`src/rtl/ftl_defs.svh`:
```
`ifndef FTL_DEFS_SVH
`define FTL_DEFS_SVH

// Register index (printed offsets are not all multiples of four: byte address = index * 4)
`define FTL_IDX_FAN_CFG     8'h58
`define FTL_IDX_TACH_A      8'h59
`define FTL_IDX_TACH_B      8'h5a
`define FTL_IDX_PRELOAD_A   8'h5b
`define FTL_IDX_PRELOAD_B   8'h5c
`define FTL_IDX_LAMP_A      8'h5d
`define FTL_IDX_LAMP_B      8'h5e
`define FTL_IDX_SCAN        8'h5f
`define FTL_IDX_RSVD_LO     8'h60
`define FTL_IDX_RSVD_HI     8'h7f

// Reset values
`define FTL_FAN_CFG_RST     8'h50
`define FTL_ZERO_RST        8'h00

// Field positions
`define FTL_DIV_A_LSB       4
`define FTL_DIV_B_LSB       6
`define FTL_LAMP_LSB        0

// Lamp codes
`define FTL_LAMP_OFF        2'h0
`define FTL_LAMP_BLINK_1HZ  2'h1
`define FTL_LAMP_BLINK_HALF 2'h2
`define FTL_LAMP_ON         2'h3

// Timing: half second slot of the lamp time base
`define FTL_CLK_HZ          125000000
`define FTL_SLOT_MS         500
`define FTL_SLOT_CYCLES     ((`FTL_CLK_HZ / 1000) * `FTL_SLOT_MS)
// Clocks per base counting tick of the tachometer counters
`define FTL_TICK_PRESCALE   125

// AXI responses
`define FTL_RESP_OKAY       2'h0
`define FTL_RESP_SLVERR     2'h2

`endif

```
`src/rtl/ftl_pkg.sv`:
```
package ftl_pkg;
  // Divisor select code for a cooler tachometer
  typedef logic [1:0] ftl_div_type;
  // Lamp mode code
  typedef logic [1:0] ftl_lamp_type;
endpackage

```
`src/rtl/ftl_fan_tach_led_regs.sv`:
```
// Summary of operation
// - First cooler divisor bits 5:4: 1,2,4,8
// - Second cooler divisor bits 7:6, same coding
// - Fan config resets to 0x50
// - Read-only 8-bit tick count per cooler
// - Count register shows latched final count
// - Reading unreliable two pulses after preload write
// - Read-write 8-bit preload per cooler
// - Preload write restarts that cooler counter
// - Lamp code 00 dark, 11 lit
// - Lamp code 01 blinks 1 Hz, 50%
// - Lamp code 10 blinks half Hz, 25%
// - Read-write eight-bit keyboard scan code byte
// - Offsets 0x60 to 0x7F read zero
`timescale 1ns/1ps
`include "ftl_defs.svh"

module ftl_fan_tach_led_regs #(
  parameter int unsigned SLOT_CYCLES = `FTL_SLOT_CYCLES,  // Half second in clocks
  parameter int unsigned TICK_PRESCALE = `FTL_TICK_PRESCALE  // Clocks per base tick
) (
  // Clock and asynchronous active-low reset
  input  wire logic        CLK,
  input  wire logic        RST_N,
  // Write address channel
  input  wire logic [9:0]  S_AXI_AWADDR,
  input  wire logic        S_AXI_AWVALID,
  output logic             S_AXI_AWREADY,
  // Write data channel; only lane 0 holds register bits
  input  wire logic [31:0] S_AXI_WDATA,
  input  wire logic [3:0]  S_AXI_WSTRB,
  input  wire logic        S_AXI_WVALID,
  output logic             S_AXI_WREADY,
  // Write response channel
  output logic [1:0]       S_AXI_BRESP,
  output logic             S_AXI_BVALID,
  input  wire logic        S_AXI_BREADY,
  // Read address channel
  input  wire logic [9:0]  S_AXI_ARADDR,
  input  wire logic        S_AXI_ARVALID,
  output logic             S_AXI_ARREADY,
  // Read data channel
  output logic [31:0]      S_AXI_RDATA,
  output logic [1:0]       S_AXI_RRESP,
  output logic             S_AXI_RVALID,
  input  wire logic        S_AXI_RREADY,
  // Tachometer pins from the coolers, not on this clock
  input  wire logic        FIRST_COOLER_TACH,
  input  wire logic        SECOND_COOLER_TACH,
  // Lamp drives, high means lit
  output logic             FIRST_LAMP,
  output logic             SECOND_LAMP
);

  // Register contents
  // Bytes are kept whole; lamp bits 7:2 are spare but stored and read back
  // All of them reset on RST_N, the standby-supply power-on reset
  logic [7:0]  fan_cfg_reg;              // Divisor fields
  logic [7:0]  preload_reg [2];          // Per cooler preload
  logic [7:0]  tach_reg    [2];          // Latched counts
  logic [7:0]  lamp_reg    [2];          // Lamp control bytes
  logic [7:0]  scan_reg;                 // Keyboard scan code byte

  // Write channel capture
  // Address and data are caught separately, so either may arrive first
  // A slow master may hold one channel without stalling the other
  logic        aw_have_reg;              // Write address held
  logic [7:0]  aw_idx_reg;               // Held word index
  logic        w_have_reg;               // Write data held
  logic [31:0] w_data_reg;               // Held write data
  logic [3:0]  w_strb_reg;               // Held strobes
  logic        wr_fire;                  // Both halves present, response free
  logic        wr_ok;                    // Write hits a mapped index
  logic [1:0]  pre_wr_reg;               // Preload write pulses per cooler

  // Decode whether an index is inside the register window
  // Anything outside answers SLVERR and leaves the registers alone
  function automatic logic idx_mapped(input logic [7:0] idx);
    idx_mapped = (idx >= `FTL_IDX_FAN_CFG) && (idx <= `FTL_IDX_RSVD_HI);
  endfunction

  // A write fires once address and data are both held and B is free
  assign wr_fire = aw_have_reg && w_have_reg && !S_AXI_BVALID;
  assign wr_ok   = idx_mapped(aw_idx_reg);

  // Write address channel: accept one, hold until the response is issued
  // AWREADY is a one-cycle pulse, so a held AWVALID is taken once only
  // A second address waits until the first write has been answered
  // The index is the byte address without its two low bits
  always_ff @(posedge CLK or negedge RST_N) begin
    if (!RST_N) begin
      aw_have_reg   <= 1'b0;
      aw_idx_reg    <= 8'h00;
      S_AXI_AWREADY <= 1'b0;
    end else begin
      S_AXI_AWREADY <= !aw_have_reg && !S_AXI_AWREADY && S_AXI_AWVALID;
      if (S_AXI_AWVALID && S_AXI_AWREADY) begin
        aw_have_reg <= 1'b1;
        aw_idx_reg  <= S_AXI_AWADDR[9:2];
      end else if (wr_fire) begin
        aw_have_reg <= 1'b0;
      end
    end
  end

  // Write data channel, independent of address order
  // Same pulse scheme as the address side; the word waits in w_data_reg
  // Strobes are kept with it, since lane 0 decides whether a write lands
  always_ff @(posedge CLK or negedge RST_N) begin
    if (!RST_N) begin
      w_have_reg   <= 1'b0;
      w_data_reg   <= 32'h0000_0000;
      w_strb_reg   <= 4'h0;
      S_AXI_WREADY <= 1'b0;
    end else begin
      S_AXI_WREADY <= !w_have_reg && !S_AXI_WREADY && S_AXI_WVALID;
      if (S_AXI_WVALID && S_AXI_WREADY) begin
        w_have_reg <= 1'b1;
        w_data_reg <= S_AXI_WDATA;
        w_strb_reg <= S_AXI_WSTRB;
      end else if (wr_fire) begin
        w_have_reg <= 1'b0;
      end
    end
  end

  // Write response: SLVERR outside the window
  // BVALID holds with its code until BREADY; no new write fires meanwhile
  // Writes to read-only or reserved indexes still answer OKAY
  always_ff @(posedge CLK or negedge RST_N) begin
    if (!RST_N) begin
      S_AXI_BVALID <= 1'b0;
      S_AXI_BRESP  <= `FTL_RESP_OKAY;
    end else if (wr_fire) begin
      S_AXI_BVALID <= 1'b1;
      S_AXI_BRESP  <= wr_ok ? `FTL_RESP_OKAY : `FTL_RESP_SLVERR;
    end else if (S_AXI_BREADY) begin
      S_AXI_BVALID <= 1'b0;
    end
  end

  // Register writes; only byte lane 0 carries data
  // A cleared lane 0 strobe leaves every register untouched
  // pre_wr_reg is a one-cycle pulse that restarts the matching counter
  // The preload value is stored in the same edge, so the restart uses it
  always_ff @(posedge CLK or negedge RST_N) begin
    if (!RST_N) begin
      fan_cfg_reg    <= `FTL_FAN_CFG_RST;
      preload_reg[0] <= `FTL_ZERO_RST;
      preload_reg[1] <= `FTL_ZERO_RST;
      lamp_reg[0]    <= `FTL_ZERO_RST;
      lamp_reg[1]    <= `FTL_ZERO_RST;
      scan_reg       <= `FTL_ZERO_RST;
      pre_wr_reg     <= 2'b00;
    end else begin
      pre_wr_reg <= 2'b00;
      if (wr_fire && w_strb_reg[0]) begin
        // Index decides the target; unmapped ones fall to the default
        unique case (aw_idx_reg)
          `FTL_IDX_FAN_CFG:   fan_cfg_reg <= w_data_reg[7:0];
          `FTL_IDX_PRELOAD_A: begin
            preload_reg[0] <= w_data_reg[7:0];
            pre_wr_reg[0]  <= 1'b1;
          end
          `FTL_IDX_PRELOAD_B: begin
            preload_reg[1] <= w_data_reg[7:0];
            pre_wr_reg[1]  <= 1'b1;
          end
          `FTL_IDX_LAMP_A:    lamp_reg[0] <= w_data_reg[7:0];
          `FTL_IDX_LAMP_B:    lamp_reg[1] <= w_data_reg[7:0];
          `FTL_IDX_SCAN:      scan_reg    <= w_data_reg[7:0];
          default:            ;  // Read-only and reserved indexes ignore writes
        endcase
      end
    end
  end

  // Read data mux; reserved window reads zero
  // Tachometer counts are the latched values, never the running count
  // Unmapped indexes also give zero, next to their SLVERR code
  function automatic logic [7:0] read_byte(input logic [7:0] idx);
    unique case (idx)
      `FTL_IDX_FAN_CFG:   read_byte = fan_cfg_reg;
      `FTL_IDX_TACH_A:    read_byte = tach_reg[0];
      `FTL_IDX_TACH_B:    read_byte = tach_reg[1];
      `FTL_IDX_PRELOAD_A: read_byte = preload_reg[0];
      `FTL_IDX_PRELOAD_B: read_byte = preload_reg[1];
      `FTL_IDX_LAMP_A:    read_byte = lamp_reg[0];
      `FTL_IDX_LAMP_B:    read_byte = lamp_reg[1];
      `FTL_IDX_SCAN:      read_byte = scan_reg;
      default:            read_byte = 8'h00;
    endcase
  endfunction

  // Read channel: ARREADY pulses, data one cycle later
  // ARREADY stays low while RVALID is up, so only one read is in flight
  // The address is decoded at the handshake edge; RDATA then holds
  // unchanged until RREADY is seen high
  always_ff @(posedge CLK or negedge RST_N) begin
    if (!RST_N) begin
      S_AXI_ARREADY <= 1'b0;
      S_AXI_RVALID  <= 1'b0;
      S_AXI_RDATA   <= 32'h0000_0000;
      S_AXI_RRESP   <= `FTL_RESP_OKAY;
    end else begin
      S_AXI_ARREADY <= !S_AXI_ARREADY && !S_AXI_RVALID && S_AXI_ARVALID;
      if (S_AXI_ARVALID && S_AXI_ARREADY) begin
        S_AXI_RVALID <= 1'b1;
        S_AXI_RDATA  <= {24'h00_0000, read_byte(S_AXI_ARADDR[9:2])};
        S_AXI_RRESP  <= idx_mapped(S_AXI_ARADDR[9:2]) ? `FTL_RESP_OKAY : `FTL_RESP_SLVERR;
      end else if (S_AXI_RREADY) begin
        S_AXI_RVALID <= 1'b0;
      end
    end
  end

  // Base tick: the undivided internal counting clock
  // Its rate is not fixed by the register map; TICK_PRESCALE sets it,
  // and every count scales with it
  // A 16-bit prescaler limits TICK_PRESCALE to 65536
  logic [15:0] pre_cnt_reg;
  logic        base_tick;
  assign base_tick = (pre_cnt_reg == 16'(TICK_PRESCALE - 1));

  always_ff @(posedge CLK or negedge RST_N) begin
    if (!RST_N) begin
      pre_cnt_reg <= 16'h0000;
    end else begin
      pre_cnt_reg <= base_tick ? 16'h0000 : pre_cnt_reg + 16'h0001;
    end
  end

  // Per-cooler tachometer path
  // Each cooler has its own synchroniser, divider and counter; the two
  // share only the base tick, so their divisor fields act independently
  // Limitation: a period longer than 255 divided ticks reads as 0xff
  // Pins gathered so the generate loop can index them
  logic [1:0] tach_pin;
  assign tach_pin = {SECOND_COOLER_TACH, FIRST_COOLER_TACH};

  genvar g;
  generate
    for (g = 0; g < 2; g++) begin : g_cooler
      logic [2:0] sync_reg;     // Three-stage pin synchroniser
      logic       level_reg;    // Accepted level
      logic [2:0] div_cnt_reg;  // Divider of the base tick
      logic [7:0] cnt_reg;      // Running count
      logic       edge_seen;    // Rising tachometer edge accepted
      logic       div_tick;     // Divided counting tick
      ftl_pkg::ftl_div_type div_sel;

      assign div_sel = fan_cfg_reg[(g == 0 ? `FTL_DIV_A_LSB : `FTL_DIV_B_LSB) +: 2];
      // Divisor 1,2,4,8: tick when the low div_sel bits of the divider are all ones
      // The divider restarts after each tick, so the ratio is exact
      assign div_tick  = base_tick && ((div_cnt_reg & 3'((4'h1 << div_sel) - 4'h1)) ==
                                       3'((4'h1 << div_sel) - 4'h1));
      // Second and third stages must agree before the level changes
      // Only a rising edge counts as a pulse; the level must be low first
      assign edge_seen = (sync_reg[1] == sync_reg[2]) && sync_reg[2] && !level_reg;

      // Synchroniser and debounced level
      // Reset to low matches an idle pin, so no false edge after reset
      // Needing two stages to agree also rejects a one-clock glitch
      always_ff @(posedge CLK or negedge RST_N) begin
        if (!RST_N) begin
          sync_reg  <= 3'b000;
          level_reg <= 1'b0;
        end else begin
          sync_reg <= {sync_reg[1:0], tach_pin[g]};
          if (sync_reg[1] == sync_reg[2]) begin
            level_reg <= sync_reg[2];
          end
        end
      end

      // Count divided ticks from preload, latch per pulse
      // A preload write wins over an edge in the same cycle: the restart
      // must not be lost, and the pulse it drops is one readers ignore
      // Saturation makes an over-long period latch as the slowest speed; a stalled cooler keeps its last latch
      always_ff @(posedge CLK or negedge RST_N) begin
        if (!RST_N) begin
          div_cnt_reg <= 3'h0;
          cnt_reg     <= 8'h00;
          tach_reg[g] <= 8'h00;
        end else begin
          if (base_tick) begin
            div_cnt_reg <= div_tick ? 3'h0 : div_cnt_reg + 3'h1;
          end
          if (pre_wr_reg[g]) begin
            // Restart; old latch stays, so next reading is a partial period
            cnt_reg     <= preload_reg[g];
            div_cnt_reg <= 3'h0;
          end else if (edge_seen) begin
            tach_reg[g] <= cnt_reg;
            cnt_reg     <= preload_reg[g];
          end else if (div_tick && cnt_reg != 8'hff) begin
            cnt_reg <= cnt_reg + 8'h01;     // Saturating count
          end
        end
      end
    end
  endgenerate

  // Shared lamp time base: half-second slots, four slots per frame
  // A frame is two seconds; both blink patterns are cut from it, so the
  // lamps stay in step with each other
  // The slot counter is 32 bits so the full-rate slot length fits
  logic [31:0] slot_cnt_reg;
  logic [1:0]  slot_reg;
  always_ff @(posedge CLK or negedge RST_N) begin
    if (!RST_N) begin
      slot_cnt_reg <= 32'h0000_0000;
      slot_reg     <= 2'h0;
    end else if (slot_cnt_reg == SLOT_CYCLES - 1) begin
      slot_cnt_reg <= 32'h0000_0000;
      slot_reg     <= slot_reg + 2'h1;
    end else begin
      slot_cnt_reg <= slot_cnt_reg + 32'h0000_0001;
    end
  end

  // Lamp pattern from mode and slot
  // Code 01 lights even slots, code 10 only the first slot of the frame
  function automatic logic lamp_level(input ftl_pkg::ftl_lamp_type mode, input logic [1:0] slot);
    unique case (mode)
      `FTL_LAMP_OFF:        lamp_level = 1'b0;
      `FTL_LAMP_BLINK_1HZ:  lamp_level = !slot[0];
      `FTL_LAMP_BLINK_HALF: lamp_level = (slot == 2'h0);
      `FTL_LAMP_ON:         lamp_level = 1'b1;
    endcase
  endfunction

  // Lamp outputs registered, each from its own field
  // The register adds one clock of lag, far below the half-second slot
  // A mode change shows within one clock, mid-slot if need be
  always_ff @(posedge CLK or negedge RST_N) begin
    if (!RST_N) begin
      FIRST_LAMP  <= 1'b0;
      SECOND_LAMP <= 1'b0;
    end else begin
      FIRST_LAMP  <= lamp_level(lamp_reg[0][`FTL_LAMP_LSB +: 2], slot_reg);
      SECOND_LAMP <= lamp_level(lamp_reg[1][`FTL_LAMP_LSB +: 2], slot_reg);
    end
  end

endmodule

```
`config.mk`:
```
export PLATFORM = sky130hd
export DESIGN_NAME = ftl_fan_tach_led_regs
export DESIGN_NICKNAME = d
export VERILOG_FILES = /design/src/rtl/ftl_pkg.sv /design/src/rtl/ftl_fan_tach_led_regs.sv
export VERILOG_INCLUDE_DIRS = /design/src /design/src/rtl
export SDC_FILE = /design/constraint.sdc
export NUM_CORES = 1
export LEC_CHECK = 0
export BUFFER_PORTS_ARGS = -buffer_cell sky130_fd_sc_hd__clkbuf_2
export CAP_MARGIN = 0
export CORE_AREA = 2 2 124 126
export DETAILED_ROUTE_END_ITERATION = 7
export DIE_AREA = 0 0 126 128
export PLACE_DENSITY_LB_ADDON = 0.3
export RECOVER_POWER = 100
export SKIP_LAST_GASP = 1
export SLEW_MARGIN = 20
export SYNTH_ARGS = -nofsm -noshare
export SYNTH_HDL_FRONTEND = slang
export SYNTH_SLANG_ARGS = --single-unit
```
`constraint.sdc`:
```
create_clock -name CLK -period 2.74 [get_ports CLK]
set_input_delay 0.137 -clock CLK [delete_from_list [all_inputs] [get_ports CLK]]
set_output_delay 0.137 -clock CLK [all_outputs]
set_load 0.01 [all_outputs]
```
==> flow_summary.toml <==
[status]
status = "finished, violations left"
violations = "capacitance limit, slew limit"

[clock_tree]
clk-insertion-delay-late_ns = 0.44
cts_buffer_depth = 2
cts_tree = "done"
clockRootBuffer = "clkbuf_16"
cts_max_level = 4
cts.sinks = 182
cts_buffers = 17
post_cts_buffers = 0
path_clk_slew_ns = 0.07

[synth]
yosys_most_used_dff = "dfrtp_1"
ys_warn_count = 0
syn_area_per_cell_um2 = 11.5
seq_area_frac_synth_pct = 53.7
synthTopCellsByCount = "dfrtp_1, nand2_1, mux2_2"
ys_seq_elements = 182
synth_top_area_share_pct = 53.1
synthArstFlopShare_pct = 100
synthCells = 736
synth_most_common_cell = "dfrtp_1"
synth_area_mm2 = 0.00848
yosysTopAreaCell = "dfrtp_1"
synth_edf_count = 0
ys_top_cells_by_area = "dfrtp_1, mux2_2, nand2_1"
synth.distinct_cells = 53

[critical_path]
crit_chain = "dlygate4sd3_1, clkbuf_1, nand4b_1, nor4b_1, a221oi_1, nand2_1, a22o_1"
rrSetupSlack_ns = 0.33
cp_slowest_cell = "nor4b_1"
path_buf_inv = 2
cp.arrival_ns = 2.84
end_kind = "flip-flop"
reg2regPathDepth = 4
reg2reg_from = "S_AXI_BVALID"
critPathKind = "in -> reg"
crit_fanout = 7
path_delay_family = "simple AND/OR/NAND/NOR gates"
cp-start-kind = "primary input"
worst_r2r_endpoint = "fan_cfg_reg[5]"
cp.required_ns = 3.11
cpPeakStageDelay_ns = 1.17

[cells_and_area]
antennaDiodeCount = 0
drive_above_1_share_pct = 19.6
design_area_mm2 = 0.00971
syn_to_final_growth_pct = 14.5
largest_reg_flops = 32
nets = 906

[place]
hpwlAfterDp_um = 12200
place_area_mm2 = 0.00893
gp_congestion = 0.828
numPortBuffers = 50

[floorplanning]
rows = 45
core_area_mm2 = 0.0149
start_util_pct = 57.0
fp.dieArea_mm2 = 0.0161
die_w_um = 126
die_h_um = 128
io_pins = 108

[timing]
worst_pin_slew_ns = 2.01
fmax_mhz = 404
fin_crit_ns = 2.48
setup_viol = 0
hold_viol_final = 0
slew_headroom_pct = -34.1
clock_skew_ns = 0.00908
rsz0062_at_grt = "no"
drv_slew = 82
tns_ns = 0
post-route-period-util_pct = 90.3

[min_path]
hold_depth = 3
min_to = "S_AXI_RRESP[1]"
holdCritPathClass = "in -> reg"
worstHoldStart = "S_AXI_ARADDR[8]"

[grt]
grt_pass1_wl_um = 29900
antenna_found_initial = 0
grtUsageTotal_pct = 23.4
grt_pass1_vias = 6131
grt_start_max_net_pins = 82
grt_overflow = 0

[power]
power_frac_seq_pct = 50.1
ir_drop_mv = 0.566
power.share.clock_pct = 40.6
p_leak_uw = 0.00456
p_comb_share_pct = 9.2
switching_power_uw = 1620
power_density_mw_per_mm2 = 656
power.internal_uw = 4750
switching_share_pct = 25.5

[detailed_routing]
wl_um = 17800
firstDrtPassIters = 4
ant_nets = 0
wl_per_cell_um = 17.3
drcViolationCount = 0
drt-initial-drc-count = 390
vias = 5896
via_per_inst = 5.72

[flow_run]
max_cap_viol_count = 1
[tightest hold or removal path: stages]
cell and delay (ns):
clkbuf_2 0.09, nor3b_1 0.13, o21ai_0 0.13
[how the worst max path moves through the flow]
stage	startpoint	endpoint	slack [ns]	cells after the start
after floorplan	pre_cnt_reg[0]	g_cooler[1].cnt_reg[1]	0.45	7
after CTS	S_AXI_ARADDR[9]	S_AXI_RDATA[3]	0.25	7
after global placement	aw_idx_reg[7]	fan_cfg_reg[2]	0.48	4
after detailed placement	S_AXI_ARADDR[5]	S_AXI_RDATA[3]	0.33	6
after global routing	S_AXI_ARADDR[9]	S_AXI_RDATA[4]	0.12	7
final	S_AXI_ARADDR[9]	S_AXI_RDATA[4]	0.26	7
[placed cells by master (no fill, tap or decap), types with 5 or more instances in the layout]
cell type,synthesis,layout
clkbuf_16,0,17
nand4_1,10,10
a22o_1,10,10
o21ai_0,21,21
nor4_1,14,15
buf_4,26,8
nand2_1,85,85
mux2i_1,17,17
nand2b_1,8,8
dlygate4sd3_1,0,26
ha_1,10,10
nor3_1,13,13
conb_1,1,26
o31ai_1,5,5
nand3_1,28,28
a221oi_1,7,7
xnor2_1,34,34
nor4b_1,4,5
dfrtp_1,180,180
a21oi_1,20,20
xor2_1,14,14
clkbuf_2,0,32
o22ai_1,7,7
mux2_2,84,84
clkbuf_1,11,25
nor3b_1,6,8
and3_1,16,16
nor2_1,36,36
inv_1,12,12
a41o_1,5,5
nor2b_1,5,5
[power by group through the flow]
stage	sequential (µW)	combinational, µW	clock, µW
5_1_grt	3230	651	2770
4_1_cts	3200	609	2640
2_1_floorplan	3160	412	0
3_3_place_gp	3230	555	0
3_5_place_dp	3250	579	0
6_report	3190	586	2590
[final cells by class]
class	instances	area, µm²
fill	1145	5150
sequential	182	4560
multi-input combinational	527	3670
timing repair buffer	91	574
clock buffer	17	425
tap	188	235
clock inverter	14	201
inverter	12	45.0
[per-stage QoR]
step,power (µW),hold slack (ns),cells,setup WS (ns),util [%]
5_1_grt,6650,0.0974,1031,0.116,65.3
3_3_place_gp,3780,0.211,974,0.483,60.1
2_1_floorplan,3580,-0.159,761,0.448,-
4_1_cts,6440,0.0771,1031,0.254,66.0
3_5_place_dp,3830,0.225,974,0.330,60.1
6_report,6370,0.0853,1031,0.265,65.3
[what timing repair did]
item / CTS / global route
hold buffers: 26 / 0
hold endpoints to repair: 102 / 0
resized for setup: 0 / 0
setup endpoints to repair: 0 / 0
[kinds of logic (layout without fill, tap and decap cells)]
kind of cell / after synthesis / count (layout) / share of synthesized area [%]
and+or+nand+nor: 258 / 258 / 16.2
DFF: 182 / 182 / 53.7
muxes: 103 / 103 / 13.7
AOI/OAI and AO/OA: 82 / 82 / 6.41
buffers and inverters: 52 / 134 / 3.48
xor gates and xnor gates: 48 / 48 / 4.96
adders and majority gates: 10 / 10 / 1.48
other: 1 / 26 / 0.0442
[metal layers]
metal	routed length [µm]	global-route usage (%)	up-vias
met5	0	0	-
met4	323	8.14	0
met3	554	5.38	22
met2	9250	40.2	119
met1	7680	29.3	2983
li1	-	-	2772
Note: power is estimated with default switching activity, not from simulation.
